==> src/adccfg_defines.vh <==
// constants for the converter configuration word and its serial port
`ifndef ADCCFG_DEFINES_VH
`define ADCCFG_DEFINES_VH

// ---------------------------------------------------------------
// configuration word layout
// ---------------------------------------------------------------
`define ADCCFG_RESET        16'h058b
`define ADCCFG_START_BIT    15
`define ADCCFG_MUX_HI       14
`define ADCCFG_MUX_LO       12
`define ADCCFG_FSR_HI       11
`define ADCCFG_FSR_LO       9
`define ADCCFG_MODE_BIT     8
`define ADCCFG_RATE_HI      7
`define ADCCFG_RATE_LO      5
`define ADCCFG_TEMP_BIT     4
`define ADCCFG_PULL_BIT     3
`define ADCCFG_KEY_HI       2
`define ADCCFG_KEY_LO       1
`define ADCCFG_RSVD_BIT     0
`define ADCCFG_KEY_VALID    2'h1

// ---------------------------------------------------------------
// transfer framing
// ---------------------------------------------------------------
`define ADCCFG_WORD_BITS    6'h10
`define ADCCFG_LAST_WR_BIT  6'h0f
`define ADCCFG_CNT_W        6
`define ADCCFG_BITS_32      6'h20

`endif

==> src/adccfg_config_register.v <==
// configuration word with serial write/readback and conversion sequencing
//
// How it works
// start bit launches one conversion from power-down
// start bit always reads back zero
// bits 14:12 choose input pair
// bits 11:9 choose full-scale range
// bit 8 chooses continuous or single-shot
// bits 7:5 choose output data rate
// bit 4 selects temperature sensor input
// weak pullup only when deselected and enabled
// word updates only when key equals 01
// reserved bit ignores writes, reads one
// word resets to 058Bh
// sample input on falling, shift on rising
// readback of stored word in last bytes
// continuous mode converts back to back always
// single-shot returns to power-down after completion
`timescale 1ns/1ps
`include "adccfg_defines.vh"

module adccfg_config_register (
  // system
  input  wire        clk_sys,
  input  wire        resetn,
  // serial pins
  input  wire        sclk,
  input  wire        csn,
  input  wire        serialIn,
  output reg         serialOutReady,
  output reg         serialOutReadyOe,
  output reg         pullupEnable,
  // converter core
  input  wire [15:0] convResult,
  input  wire        convDone,
  output reg         convStart,
  output reg         convBusy,
  output reg  [2:0]  inputSelect,
  output reg  [2:0]  fullScaleRange,
  output reg         continuousMode,
  output reg  [2:0]  rateSelect,
  output reg         tempSensorSelect
);

  // -------------------------------------------------------------
  // states
  // -------------------------------------------------------------
  localparam [1:0] ST_DOWN = 2'b01;
  localparam [1:0] ST_CONV = 2'b10;

  // -------------------------------------------------------------
  // word and frame constants
  // -------------------------------------------------------------
  localparam [15:0] RESET_WORD = `ADCCFG_RESET;
  localparam [5:0]  HALF_BITS  = `ADCCFG_WORD_BITS;
  localparam [5:0]  LAST_WRITE = `ADCCFG_LAST_WR_BIT;
  localparam [5:0]  FULL_BITS  = `ADCCFG_BITS_32;

  // -------------------------------------------------------------
  // helpers
  // -------------------------------------------------------------
  // bit counter step, wraps after a full readback frame
  function [5:0] countStep;
    input [5:0] cnt;
    begin
      if (cnt == FULL_BITS) begin
        countStep = 6'h01;
      end else begin
        countStep = cnt + 6'h01;
      end
    end
  endfunction

  // a received word is only taken with key field 01
  function keyValid;
    input [15:0] word;
    begin
      keyValid = (word[`ADCCFG_KEY_HI:`ADCCFG_KEY_LO] == `ADCCFG_KEY_VALID);
    end
  endfunction

  // -------------------------------------------------------------
  // pin synchronisers
  // -------------------------------------------------------------
  reg [1:0] sclkSync;
  reg [1:0] csnSync;
  reg [1:0] dinSync;
  reg       sclkLast;

  always @(posedge clk_sys or negedge resetn) begin
    if (!resetn) begin
      sclkSync <= 2'h0;
      csnSync  <= 2'h3;
      dinSync  <= 2'h0;
      sclkLast <= 1'b0;
    end else begin
      sclkSync <= {sclkSync[0], sclk};
      csnSync  <= {csnSync[0], csn};
      dinSync  <= {dinSync[0], serialIn};
      sclkLast <= sclkSync[1];
    end
  end

  wire sclkRise = sclkSync[1] & ~sclkLast;
  wire sclkFall = ~sclkSync[1] & sclkLast;
  wire selected = ~csnSync[1];

  // -------------------------------------------------------------
  // readback view of the stored word
  // -------------------------------------------------------------
  reg  [15:1] cfg;
  reg  [15:0] resultBuf;
  wire [15:0] cfgView = {1'b0, cfg[14:1], 1'b1};

  // -------------------------------------------------------------
  // serial shifting
  // -------------------------------------------------------------
  reg [5:0]  bitCount;
  reg [15:0] shiftIn;
  reg [15:0] shiftOut;
  reg        writeCommit;
  reg [15:0] writeWord;

  wire [15:0] next_shiftIn = {shiftIn[14:0], dinSync[1]};

  always @(posedge clk_sys or negedge resetn) begin
    if (!resetn) begin
      bitCount    <= 6'h0;
      shiftIn     <= 16'h0000;
      shiftOut    <= 16'h0000;
      writeCommit <= 1'b0;
      writeWord   <= 16'h0000;
    end else begin
      writeCommit <= 1'b0;
      if (!selected) begin
        bitCount <= 6'h0;
        shiftOut <= resultBuf;
      end else if (sclkRise) begin
        // whole fresh result at each frame head, stored word after bit 16
        if (bitCount == 6'h00 || bitCount == FULL_BITS) begin
          shiftOut <= resultBuf;
        end else if (bitCount == HALF_BITS) begin
          shiftOut <= cfgView;
        end else begin
          shiftOut <= {shiftOut[14:0], 1'b0};
        end
      end else if (sclkFall) begin
        shiftIn  <= next_shiftIn;
        bitCount <= countStep(bitCount);
        if (bitCount == LAST_WRITE) begin
          writeCommit <= 1'b1;
          writeWord   <= next_shiftIn;
        end
      end
    end
  end

  // -------------------------------------------------------------
  // configuration store and conversion sequencer
  // -------------------------------------------------------------
  reg [1:0] state;
  wire keyOk = keyValid(writeWord);

  always @(posedge clk_sys or negedge resetn) begin
    if (!resetn) begin
      cfg       <= RESET_WORD[15:1];
      state     <= ST_DOWN;
      convStart <= 1'b0;
      resultBuf <= 16'h0000;
    end else begin
      convStart <= 1'b0;
      if (writeCommit && keyOk) begin
        cfg <= {1'b0, writeWord[14:1]};
      end
      if (convDone) begin
        resultBuf <= convResult;
      end
      case (state)
        ST_DOWN: begin
          if (!cfg[`ADCCFG_MODE_BIT]) begin
            convStart <= 1'b1;
            state     <= ST_CONV;
          end else if (writeCommit && keyOk && writeWord[`ADCCFG_START_BIT]) begin
            convStart <= 1'b1;
            state     <= ST_CONV;
          end
        end
        ST_CONV: begin
          if (convDone) begin
            if (!cfg[`ADCCFG_MODE_BIT]) begin
              convStart <= 1'b1;
            end else begin
              state <= ST_DOWN;
            end
          end
        end
        default: state <= ST_DOWN;
      endcase
    end
  end

  // -------------------------------------------------------------
  // registered outputs
  // -------------------------------------------------------------
  always @(posedge clk_sys or negedge resetn) begin
    if (!resetn) begin
      serialOutReady   <= 1'b1;
      serialOutReadyOe <= 1'b0;
      pullupEnable     <= RESET_WORD[`ADCCFG_PULL_BIT];
      convBusy         <= 1'b0;
      inputSelect      <= RESET_WORD[`ADCCFG_MUX_HI:`ADCCFG_MUX_LO];
      fullScaleRange   <= RESET_WORD[`ADCCFG_FSR_HI:`ADCCFG_FSR_LO];
      continuousMode   <= ~RESET_WORD[`ADCCFG_MODE_BIT];
      rateSelect       <= RESET_WORD[`ADCCFG_RATE_HI:`ADCCFG_RATE_LO];
      tempSensorSelect <= RESET_WORD[`ADCCFG_TEMP_BIT];
    end else begin
      serialOutReady   <= shiftOut[15];
      serialOutReadyOe <= selected;
      pullupEnable     <= ~selected & cfg[`ADCCFG_PULL_BIT];
      convBusy         <= (state == ST_CONV);
      inputSelect      <= cfg[`ADCCFG_MUX_HI:`ADCCFG_MUX_LO];
      fullScaleRange   <= cfg[`ADCCFG_FSR_HI:`ADCCFG_FSR_LO];
      continuousMode   <= ~cfg[`ADCCFG_MODE_BIT];
      rateSelect       <= cfg[`ADCCFG_RATE_HI:`ADCCFG_RATE_LO];
      tempSensorSelect <= cfg[`ADCCFG_TEMP_BIT];
    end
  end

endmodule

==> config.mk <==
export PLATFORM = sky130hd
export DESIGN_NAME = adccfg_config_register
export DESIGN_NICKNAME = d
export VERILOG_FILES = /design/src/adccfg_config_register.v
export VERILOG_INCLUDE_DIRS = /design/src
export SDC_FILE = /design/constraint.sdc
export NUM_CORES = 1
export LEC_CHECK = 0
export ABC_AREA = 1
export ABC_CLOCK_PERIOD_IN_PS = 1410
export BUFFER_PORTS_ARGS = -buffer_cell sky130_fd_sc_hd__buf_2
export CAP_MARGIN = 40
export CELL_PAD_IN_SITES_DETAIL_PLACEMENT = 1
export CELL_PAD_IN_SITES_GLOBAL_PLACEMENT = 2
export CORE_ASPECT_RATIO = 1.4
export CORE_MARGIN = 3
export CORE_UTILIZATION = 34
export DETAILED_ROUTE_END_ITERATION = 16
export GPL_ROUTABILITY_DRIVEN = 0
export PLACE_DENSITY_LB_ADDON = 0.1
export REMOVE_ABC_BUFFERS = 1
export SYNTH_ARGS = -nofsm -noshare
export SYNTH_HDL_FRONTEND = slang
export SYNTH_SLANG_ARGS = --single-unit
==> constraint.sdc <==
create_clock -name clk_sys -period 1.41 [get_ports clk_sys]
set_input_delay 0.2115 -clock clk_sys [delete_from_list [all_inputs] [get_ports clk_sys]]
set_output_delay 0.2115 -clock clk_sys [all_outputs]
set_load 0.02 [all_outputs]
======== Word-level counts from Yosys, hierarchy flattened ========
Cells that the tools add are included.
word-level totals
  register bits after elaboration ......... 109
  bits of input ports ..................... 22
  output and inout bits ................... 16
  word-level logic and storage cells ...... 73
cells by class
  $add $sub $neg .......................... 1
  eq/ne operators ......................... 10
  mux-type cells .......................... 22
  bitwise operators ....................... 8
  reduce and logical (&&, ||, !) cells .... 10
operator list
  kind                   count
  $mux W16               4
  $mux W6                4
  $mux W1                8
  $mux W2                4
  $add A6 B1 Y6 const B  1
  $eq A6 B4 Y1 const B   1
  $eq A6 B5 Y1 const B   1
  $eq A6 B6 Y1 const B   1
  $logic_not A6 Y1       1
  $ne A2 B2 Y1 const B   3
  $reduce_and A3 Y1      2
  $not A1 Y1             5
  $eq A2 B1 Y1 const B   2
  $pmux W2 S2            1
  $reduce_and A4 Y1      1
  $reduce_bool A2 Y1     2
  $and A1 B1 Y1          3
  $ne A3 B3 Y1 const B   1
  $eq A2 B2 Y1 const B   1
  $logic_and A1 B1 Y1    2
  $pmux W1 S2            1
  $reduce_and A2 Y1      1
  $logic_or A1 B1 Y1     1

======== Depth between registers and ports, before layout ========
Gate-level depths: netlist (run 1).
  word-level depth ........................ 6
  depth in mapped cells ................... 10
  depth with buffers taken out ............ 8

======== Least setup slack after synthesis (run 1) ========
Ideal clock, no wire load.
  path kind ............................... register -> register
  start ................................... reg bitCount[0]
  end ..................................... reg shiftOut[10]
  setup time .............................. 0.124 ns
  arrival ................................. 1.330 ns
  required time ........................... 1.286 ns
  path slack .............................. -0.043 ns
  cell stages (with the launch flop) ...... 8
  buffers on the path ..................... 2
  clock period less this slack ............ 1.453 ns
  cell sequence ........................... dfrtp_1 -> inv_1 -> ha_1 -> buf_2 -> clkbuf_1 -> nand4_1 -> nand3_1 -> a21oi_1
between the ends
  cells in the longest elaborated chain, start to end .. 5
  elaborated cells between the ends (all ways) .. 8
  those cells by class .................... 2 x eq/ne; 4 x mux; 2 x reduce/logical
ends and longest elaborated chain
  element                                                RTL line                                                    source
  start, declared                                        adccfg_config_register.v:118                                reg [5:0] bitCount;
  start signal, assigned                                 adccfg_config_register.v:149                                bitCount <= countStep(bitCount);
  $eq A6 B5 Y1, or another cell as far along             adccfg_config_register.v:142                                end else if (bitCount == HALF_BITS) begin
  $mux W16 / $logic_or A1 B1 Y1 (equally long branches)  adccfg_config_register.v:142, adccfg_config_register.v:140
  $mux W16 (*)                                           adccfg_config_register.v:140                                if (bitCount == 6'h00 || bitCount == FULL_BITS) begin
  $mux W16 (*)                                           adccfg_config_register.v:138                                end else if (sclkRise) begin
  $mux W16 (*)                                           adccfg_config_register.v:135                                if (!selected) begin
  end signal, assigned                                   adccfg_config_register.v:137                                shiftOut <= resultBuf;
  end signal, assigned                                   adccfg_config_register.v:141                                shiftOut <= resultBuf;
  end signal, assigned                                   adccfg_config_register.v:143                                shiftOut <= cfgView;
  end, declared                                          adccfg_config_register.v:120                                reg [15:0] shiftOut;
Mark *: on every way between the ends. The rest lies on a longest branch, timed or not. The select of a mux whose other input is x is not followed.
A chain may end at the register's enable or synchronous reset.

======== Worst setup path in the final report (run 1) ========
Ends and elaborated chain as after synthesis.

==> results of run 1 <==
cell usage after synthesis, types with 5 or more instances:
library cell,instances,area [µm²]
a21oi_1,29,145
o21ai_0,43,215
nor2_1,19,71.3
buf_2,7,35.0
clkbuf_1,7,26.3
nand3_1,23,115
inv_1,59,221
dfstp_2,12,315
nand4_1,16,100
o21ai_1,6,30.0
dfrtp_1,96,2400
inv_2,5,18.8
nand2_1,118,443
state kept, by name, indices dropped and copies added (netlist names), 2 cells and up:
register	count
resultBuf	16
shiftOut	16
shiftIn	15
writeWord	15
cfg	14
bitCount	6
fullScaleRange	3
inputSelect	3
rateSelect	3
csnSync	2
dinSync	2
sclkSync	2
state	2
kinds of logic (layout without fill, tap and decap cells):
group                      Yosys count  in the layout  synth area share
AOI/OAI and AO/OA                   87             87             0.103
DFF                                108            108             0.609
buffers and inverters               85            155            0.0819
adders and majority gates            4              4            0.0112
and+or+nand+nor                    185            186             0.190
xor gates and xnor gates             2              2           0.00393
power by group through the flow:
stage | combinational [mW] | sequential [mW] | clock [mW]
finish | 0.690 | 3.40 | 2.72
detailed placement | 0.565 | 3.45 | 0
floorplan | 0.300 | 3.43 | 0
global placement | 0.552 | 3.44 | 0
CTS | 0.595 | 3.39 | 2.81
global route | 0.795 | 3.43 | 2.92
timing repair:
action	CTS	global route
gates resized for setup	16	69
setup endpoints to repair	28	41
buffers inserted	1	7
hold endpoints to repair	99	0
cloned	1	1
pin swaps	2	9
hold buffers	4	0
final cells by class:
| cell class | instances | area, µm² |
|---|---|---|
| Clock inverter | 5 | 85.1 |
| Fill cell | 1403 | 6810 |
| Multi-Input combinational cell | 279 | 1650 |
| Timing Repair Buffer | 75 | 616 |
| Sequential cell | 108 | 2720 |
| Clock buffer | 11 | 233 |
| Tap cell | 150 | 188 |
| Inverter | 64 | 250 |
layer usage:
metal,vias to the layer above,global-route usage
met2,37,0.268
li1,1632,-
met5,-,0
met4,0,0.0621
met3,15,0.0280
met1,1643,0.193
worst reg2reg max path, delay by kind of cell (launching register included):
kind,cells,cell delay (ns)
compound gates,2,0.20
fa+ha+maj,1,0.18
buf+inv,2,0.25
flops,1,0.44
simple gates,2,0.23
layout by cell type, fill, tap and decap left out, types with 12 or more instances in the layout:
| cell type | netlist | routed |
|---|---|---|
| inv_1 | 59 | 57 |
| a21oi_2 | 1 | 12 |
| nand3_1 | 23 | 20 |
| nor2_1 | 19 | 17 |
| buf_4 | 3 | 20 |
| o21ai_0 | 43 | 38 |
| nand2_1 | 118 | 108 |
| buf_2 | 7 | 36 |
| dfrtp_1 | 96 | 92 |
| dfstp_2 | 12 | 12 |
| nand4_1 | 16 | 16 |
worst paths after layout:
kind / depth (start not counted) / start / end
max reg2reg: 7 / bitCount[0]$_DFFE_PN0P_ / shiftOut[10]$_DFFE_PN0P_
min: 3 / convResult[10] / resultBuf[10]$_DFFE_PN0P_
min reg2reg: 0 / dinSync[0]$_DFF_PN0_ / dinSync[1]$_DFF_PN0_
min in group asynchronous: 3 / resetn / resultBuf[4]$_DFFE_PN0P_
max: 7 / bitCount[0]$_DFFE_PN0P_ / shiftOut[10]$_DFFE_PN0P_
max in group asynchronous: 3 / resetn / fullScaleRange[1]$_DFF_PN1_
==> impl_metrics.tcl, run 1 <==
set metrics [dict create \
    status "finished, final reports clean" \
    crit_required_ns 1.65 \
    wl_met3_um 243 \
    final_cells 692 \
    worst_pin_slew_ns 0.454 \
    finalCoreUtilization 0.457 \
    dieHeight_um 142 \
    port_buffers 37 \
    diodes 0 \
    numPlacedInstances 662 \
    synth_ff_type "dfrtp_1" \
    overflow 0 \
    viasPerCell 4.81 \
    intPower_mw 5.14 \
    core_area_mm2 0.0126 \
    wl_met1_um 4590 \
    die-area_mm2 0.0145 \
    finalSetupViolations 0 \
    maxSlewViolCount 0 \
    crit_arrival_ns 1.64 \
    drive_gt1_frac 0.299 \
    drt_pass1_iterations 4 \
    rsz0062_at_grt "yes" \
    p_clk_frac 0.399 \
    crit_path_end_kind "register" \
    cp_num_buf_inv 2 \
    antenna_found_initial 0 \
    pwr-share-seq 0.500 \
    max_cap_violations 0 \
    num_rows 48 \
    finalCritPeriodShare 0.994 \
    drc 0 \
    cts_max_path_buffers 2 \
    insertion_delay_ns 0.35 \
    synthCells 471 \
    grt_pass1_vias 3493 \
    power_mw 6.81 \
    ys_types 31 \
    grt_pass1_wl_um 17700 \
    wl_per_cell_um 15.4 \
    path_delay_family "flip-flops" \
    synth_seq_cells 108 \
    hold_viol 0 \
    ios 38 \
    drtAntennaViolNets 0 \
    async_flop_share 1.00 \
    vdd_ir_drop_max_v 0.000423 \
    top_layer_used "met4" \
    routed_wl_um 10600 \
    die_w_um 103 \
    p_leak_nw 2.65 \
    critical_path_class "reg -> reg" \
    fin_ws_ns 0.00777 \
    track_usage 0.157 \
    worstPathCellList "inv_2, ha_4, nand3_4, nand2_8, buf_8, a21oi_4, a21oi_2" \
    synth_area_mm2 0.00446 \
    cpPeakStageDelay_ns 0.44 \
    cts-root-buf "clkbuf_16" \
    start_util 0.355 \
    syn_avg_cell_area_um2 9.47 \
    cts_htree_levels 3 \
    seq_area_frac_synth 0.609 \
    area_growth_pct 28.8 \
    worstHoldPathType "in -> reg" \
    nets 563 \
    switching_share 0.245 \
    cts_made_buffers 9 \
    drtIter0Drc 93 \
    whs_ns 0.0620 \
    p_switching_mw 1.67 \
    vias 3327 \
    placed_cell_area_mm2 0.00495 \
    cts_tree "built" \
    fin_crit_ns 1.40 \
    met2_length_um 5560 \
    cp-start-kind "register" \
    max_clock_freq_mhz 713 \
    clock_skew_ns 0.00737 \
    p_per_area_mw_per_mm2 1190 \
    grt_max_degree 64 \
    crit_slowest_cell "dfrtp_1" \
    slew_headroom 0.695 \
    ys_warn_count 0 \
    finish.instance_area_mm2 0.00574 \
    synth_edf_count 0 \
    rrSetupSlack_ns 0.008 \
    combPwrFrac 0.101 \
    place_hpwl_um 7320 \
    clkTransAtPathRegs_ns 0.07 \
    clock_sinks 108 \
    path_max_fanout 7 \
    post-place-ws_ns -0.128 \
    finalSetupTns_ns 0 \
]
(Power assumes the default switching activity.)
==> run 2, diff against run 1 <==
==> constraint.sdc (replaced) <==
create_clock -name clk_sys -period 1.41 [get_ports clk_sys]
set_input_delay 0.282 -clock clk_sys [delete_from_list [all_inputs] [get_ports clk_sys]]
set_output_delay 0.282 -clock clk_sys [all_outputs]
set_load 0.02 [all_outputs]
==> run 2 against run 1 <==
  * Routed wire length is 0.36% lower
  * Sequential power hardly changed
  * Register-to-register slack better by 0.04 ns
  * Global-route usage is 0.29 points higher
  * Largest power group unchanged
  * Total power is 4.6% lower
  * Non-clock buffer count is 8 lower
  * Maximum frequency is 2.7% higher
  * Largest cell class unchanged
  * Utilization is 2.2 points lower
  * Clock skew is 0.0020 ns higher
==> impl_metrics.tcl, run 2 (synthesized netlist as in run 1, its figures left out) <==
set metrics [dict create \
    ff2ff_path_depth 7 \
    drtIter0Drc 165 \
    core_area_mm2 0.0126 \
    cts_made_buffers 9 \
    rrSetupSlack_ns 0.04 \
    r2r-end "shiftOut[1]$_DFFE_PN0P_" \
    maxSlewViolCount 0 \
    p_leak_nw 2.57 \
    ios 38 \
    num_rows 48 \
    reg.largest.list "resultBuf x16, shiftOut x16" \
    grt_max_degree 63 \
    cts_max_path_buffers 2 \
    cp-start-kind "register" \
    die_w_um 103 \
    finalCoreUtilization 0.435 \
    cts-root-buf "clkbuf_16" \
    port_buffers 37 \
    drive_gt1_frac 0.272 \
    drtAntennaViolNets 0 \
    vias 3294 \
    wl_per_cell_um 15.5 \
    grt_pass1_wl_um 18100 \
    hold_path_depth 1 \
    dieHeight_um 142 \
    crit_required_ns 1.65 \
    cts_htree_levels 3 \
    start_util 0.355 \
    drc 0 \
    final_cell_mix "nand2_1, dfrtp_1, inv_1, o21ai_0, buf_2" \
    crit_arrival_ns 1.61 \
    worst_pin_slew_ns 0.547 \
    place_hpwl_um 7410 \
    clock_skew_ns 0.00942 \
    finalSetupTns_ns 0 \
    path_max_fanout 7 \
    max_clock_freq_mhz 732 \
    crit_path_end_kind "register" \
    antenna_found_initial 0 \
    min_from "csn" \
    min_to "csnSync[0]$_DFF_PN1_" \
    die-area_mm2 0.0145 \
    drt_pass1_iterations 4 \
    area_growth_pct 22.5 \
    p_per_area_mw_per_mm2 1190 \
    rr_startpoint "bitCount[0]$_DFFE_PN0P_" \
    routed_wl_um 10600 \
    clkTransAtPathRegs_ns 0.08 \
    critical_path_class "reg -> reg" \
    hold_viol 0 \
    nets 555 \
    final_common_cell "nand2_1" \
    finalSetupViolations 0 \
    insertion_delay_ns 0.35 \
    rsz0062_at_grt "yes" \
    fin_crit_ns 1.37 \
    slew_headroom 0.633 \
    cts_tree "built" \
    grt_pass1_vias 3572 \
    worstHoldPathType "in -> reg" \
    status "finished, final reports clean" \
    diodes 0 \
    track_usage 0.160 \
    max_cap_violations 0 \
    clock_sinks 108 \
    vdd_ir_drop_max_v 0.000560 \
    finalCritPeriodShare 0.968 \
    overflow 0 \
    viasPerCell 4.82 \
]
==> run 2: layout make-up <==
class | instances | area, µm²
clock buffer | 9 | 225
fill | 1458 | 7090
tap | 150 | 188
timing repair buffer | 67 | 493
multi-input combinational | 279 | 1520
inverter | 64 | 245
sequential | 108 | 2720
clock inverter | 7 | 68.8
==> run 2: how the worst max path moves through the flow <==
| stage | slack, ns | startpoint | depth (start not counted) | end |
|---|---|---|---|---|
| after floorplan | -0.51 | csnSync[1]$_DFF_PN1_ | 6 | writeWord[15]$_DFFE_PN0P_ |
| after global placement | -0.04 | bitCount[1]$_DFFE_PN0P_ | 7 | shiftOut[14]$_DFFE_PN0P_ |
| after detailed placement | -0.10 | bitCount[1]$_DFFE_PN0P_ | 7 | shiftOut[11]$_DFFE_PN0P_ |
| after CTS | 0.006 | csnSync[1]$_DFF_PN1_ | 6 | writeWord[5]$_DFFE_PN0P_ |
| after global routing | -0.05 | bitCount[1]$_DFFE_PN0P_ | 7 | shiftOut[3]$_DFFE_PN0P_ |
| final | 0.04 | bitCount[0]$_DFFE_PN0P_ | 7 | shiftOut[1]$_DFFE_PN0P_ |
==> run 2: repair_timing <==
item,in CTS,in global routing
hold buffers,1,0
endpoints found under the setup margin,31,44
resized for setup,10,40
buffers inserted,2,3
hold endpoints to repair,96,0
gates cloned,1,0
pin swaps,4,1
==> run 2: per-layer routing <==
metal  part of all wire  GRT usage
met1               0.44      0.201
met2               0.52      0.273
met3              0.024     0.0310
met4              0.016     0.0518
met5                  0          0
==> run 2: critical path, stage by stage (launching register included) <==
cell and delay (ns):
dfrtp_1 0.40, inv_2 0.07, ha_4 0.17, nand3_4 0.10, nand2_4 0.10, buf_4 0.17, a21oi_2 0.17, a21oi_2 0.07
==> run 2: through the flow <==
step,power [mW],cells,cell area (µm²),worst slack [ns],hold WS [ns]
2_1_floorplan,3.72,450,4330,-0.511,-0.0136
3_3_place_gp,3.99,661,4940,-0.0350,0.298
3_5_place_dp,4.02,661,4940,-0.105,0.300
4_1_cts,6.57,681,5310,0.00558,0.0175
5_1_grt,6.86,684,5460,-0.0544,0.0192
6_report,6.50,684,5460,0.0447,0.0283
==> run 2: where the power goes <==
| group | internal (mW) | total [mW] | switching, mW |
|---|---|---|---|
| sequential | 3.28 | 3.39 | 0.106 |
| clock | 1.25 | 2.49 | 1.24 |
| combinational | 0.239 | 0.619 | 0.380 |
==> run 3, diff against run 2 <==
--- a/config.mk
+++ b/config.mk
@@ -6,7 +6,6 @@
 export SDC_FILE = /design/constraint.sdc
 export NUM_CORES = 1
 export LEC_CHECK = 0
-export ABC_AREA = 1
 export ABC_CLOCK_PERIOD_IN_PS = 1410
 export BUFFER_PORTS_ARGS = -buffer_cell sky130_fd_sc_hd__buf_2
 export CAP_MARGIN = 40
@@ -14,7 +13,7 @@
 export CELL_PAD_IN_SITES_GLOBAL_PLACEMENT = 2
 export CORE_ASPECT_RATIO = 1.4
 export CORE_MARGIN = 3
-export CORE_UTILIZATION = 34
+export CORE_UTILIZATION = 37
 export DETAILED_ROUTE_END_ITERATION = 16
 export GPL_ROUTABILITY_DRIVEN = 0
 export PLACE_DENSITY_LB_ADDON = 0.1
==> run 3 against run 2 <==
  * The run now ends with setup timing left
  * Routed wire length fell by 11%
  * Synthesized cell count fell by 25%
  * Sequential power rose by 4%
  * Utilization rose by 4.7 points
  * Global-route usage fell by 0.79 points
  * Sequential share of layout area fell by 0.90 points
  * Total power rose by 1.4%
  * Clock power fell by 3%
==> impl_metrics.tcl, run 3 <==
set metrics [dict create \
    status "finished, violations left" \
    violations "setup timing" \
    antenna_found_initial 0 \
    synth_area_mm2 0.00441 \
    drt_pass1_iterations 4 \
    post-place-ws_ns -0.272 \
    path_delay_family "flip-flops" \
    dieHeight_um 135 \
    path_max_fanout 6 \
    synth_ff_type "dfrtp_1" \
    async_flop_share 1.00 \
    vdd_ir_drop_max_v 0.000548 \
    reg.largest.list "resultBuf x16, shiftOut x16" \
    cts_htree_levels 3 \
    p_switching_mw 1.55 \
    rsz0062_at_grt "yes" \
    numPlacedInstances 548 \
    num-fill-cells 1232 \
    place_hpwl_um 6350 \
    die_w_um 98.3 \
    finalSetupTns_ns -6.51 \
    drive_gt1_frac 0.425 \
    max_clock_freq_mhz 599 \
    grt_max_degree 70 \
    syn_avg_cell_area_um2 12.4 \
    netlist.area_leader.share 0.545 \
    fin_ws_ns -0.259 \
    hold_viol 0 \
    port_buffers 37 \
    clock_skew_ns 0.00754 \
    crit_slowest_cell "dfrtp_1" \
    yosysMostFrequentCell "dfrtp_1" \
    p_clk_frac 0.368 \
    rr_startpoint "bitCount[0]$_DFFE_PN0P_" \
    power_mw 6.59 \
    crit_required_ns 1.64 \
    combPwrFrac 0.099 \
    worst_pin_slew_ns 0.402 \
    max_cap_violations 0 \
    cts-root-buf "clkbuf_16" \
    finalSetupViolations 36 \
    fin_crit_ns 1.67 \
    grt_pass1_vias 3147 \
    switching_share 0.235 \
    synthTopCellsByArea "dfrtp_1, mux2_2, dfstp_2" \
    cpPeakStageDelay_ns 0.38 \
    start_util 0.383 \
    synth_commonest_cells "dfrtp_1, mux2_2, nand2_1" \
    core_area_mm2 0.0115 \
    ff2ff_path_depth 7 \
    vias 2893 \
    crit_arrival_ns 1.90 \
    wl_per_cell_um 16.6 \
    multi_input_area_mm2 0.00165 \
    final_cells 570 \
    diodes 0 \
    slew_headroom 0.729 \
    critical_path_class "reg -> reg" \
    finalCritPeriodShare 1.18 \
    final_cell_mix "dfrtp_1, mux2_2, buf_2, nand2_1, o21ai_0" \
    synth_seq_cells 108 \
    ff_latch_area_mm2 0.00272 \
    cts_tree "built" \
    clock_sinks 108 \
    insertion_delay_ns 0.34 \
    crit_start "bitCount[0]$_DFFE_PN0P_" \
    routed_wl_um 9440 \
    area_growth_pct 25.9 \
    cts_max_path_buffers 2 \
    p_leak_nw 2.50 \
    crit_cells 7 \
    ios 38 \
    worstHoldPathType "in -> reg" \
    rrSetupSlack_ns -0.26 \
    drtAntennaViolNets 0 \
    seq_area_frac_synth 0.616 \
    maxSlewViolCount 0 \
    track_usage 0.152 \
    finalCoreUtilization 0.483 \
    drtIter0Drc 95 \
    cts_made_buffers 9 \
    clkTransAtPathRegs_ns 0.07 \
    ys_warn_count 0 \
    crit_path_end_kind "register" \
    overflow 0 \
    worstPathCellList "inv_1, ha_2, nor3b_4, nand3b_4, buf_6, a221oi_4, o31ai_2" \
    die-area_mm2 0.0133 \
    yosysTopAreaCell "dfrtp_1" \
    synthCells 355 \
    drc 0 \
    cp-start-kind "register" \
    final_common_cell "dfrtp_1" \
    ys_types 42 \
    viasPerCell 5.08 \
    cp_num_buf_inv 2 \
    synth_edf_count 0 \
    r2r-end "shiftOut[7]$_DFFE_PN0P_" \
    nets 447 \
    p_per_area_mw_per_mm2 1190 \
    grt_pass1_wl_um 16100 \
    cp-endpoint "shiftOut[7]$_DFFE_PN0P_" \
    pwr-share-seq 0.533 \
    num_rows 46 \
    intPower_mw 5.04 \
]
-- run 3: changes by cell type after synthesis, moves of 15 or more --
| cell | before | now |
|---|---|---|
| mux2_2 | 0 | 45 |
| inv_1 | 59 | 21 |
| nand3_1 | 23 | 3 |
| nand2_1 | 118 | 33 |
| nand4_1 | 16 | 1 |
| a21oi_1 | 29 | 9 |
-- run 3: worst register-to-register path, cell delays in order, from the launching register on --
cell and delay [ns]:
dfrtp_1 0.38, inv_1 0.08, ha_2 0.18, nor3b_4 0.23, nand3b_4 0.15, buf_6 0.17
a221oi_4 0.28, o31ai_2 0.08
-- run 3: final cells by class --
class,count,area share
repair buffers,77,0.116
clock inverters,3,0.00360
flip-flops and latches,108,0.489
well taps,144,0.0324
clock buffers,13,0.0486
inverters,21,0.0142
multi-input cells,204,0.296
-- run 3: worst min-delay path by stage --
stage            from                  endpoint  slack (ns)  cells past startpoint
2_1_floorplan  resetn   bitCount[0]$_DFFE_PN0P_       -0.01                      0
3_5_place_dp   resetn  resultBuf[2]$_DFFE_PN0P_        0.28                      2
5_1_grt           csn      csnSync[0]$_DFF_PN1_        0.02                      1
6_report          csn      csnSync[0]$_DFF_PN1_        0.04                      1
3_3_place_gp   resetn  resultBuf[2]$_DFFE_PN0P_        0.28                      2
4_1_cts           csn      csnSync[0]$_DFF_PN1_        0.03                      1
-- run 3: timing repair --
item / CTS / global route
endpoints found under the hold margin: 96 / 0
resized for setup: 18 / 16
hold buffers: 1 / 0
pin swaps: 19 / 12
setup buffers: 5 / 0
endpoints found under the setup margin: 51 / 54
-- run 3: power groups by stage --
| stage | Combinational, mW | Sequential, mW | Clock, mW |
|---|---|---|---|
| 2_1_floorplan | 0.320 | 3.53 | 0 |
| 3_3_place_gp | 0.557 | 3.56 | 0 |
| 3_5_place_dp | 0.578 | 3.56 | 0 |
| 4_1_cts | 0.646 | 3.51 | 2.51 |
| 5_1_grt | 0.728 | 3.55 | 2.66 |
| 6_report | 0.655 | 3.51 | 2.42 |
-- run 3: cells by family (layout without fill, tap and decap cells) --
| group | after synthesis | after routing | share of synthesized area |
|---|---|---|---|
| flip-flops | 108 | 108 | 0.616 |
| AO/OA/AOI/OAI | 77 | 77 | 0.125 |
| multiplexers | 45 | 45 | 0.115 |
| XOR/XNOR | 1 | 1 | 0.00199 |
| adder cells (fa/ha/maj) | 4 | 4 | 0.0113 |
| buffers and inverters | 43 | 114 | 0.0434 |
| AND/OR/NAND/NOR | 77 | 77 | 0.0874 |
-- run 3: through the flow --
step           hold WS [ns]  area, µm²
2_1_floorplan       -0.0136       4300
3_3_place_gp          0.279       5000
3_5_place_dp          0.280       5000
4_1_cts              0.0255       5460
5_1_grt              0.0230       5560
6_report             0.0399       5560
-- run 3: per-layer routing --
metal,vias to the layer above,part of all wire,GRT usage
met4,0,0.011,0.0433
met3,8,0.028,0.0325
met5,-,0,0
li1,1367,-,-
met2,34,0.49,0.248
met1,1484,0.47,0.205
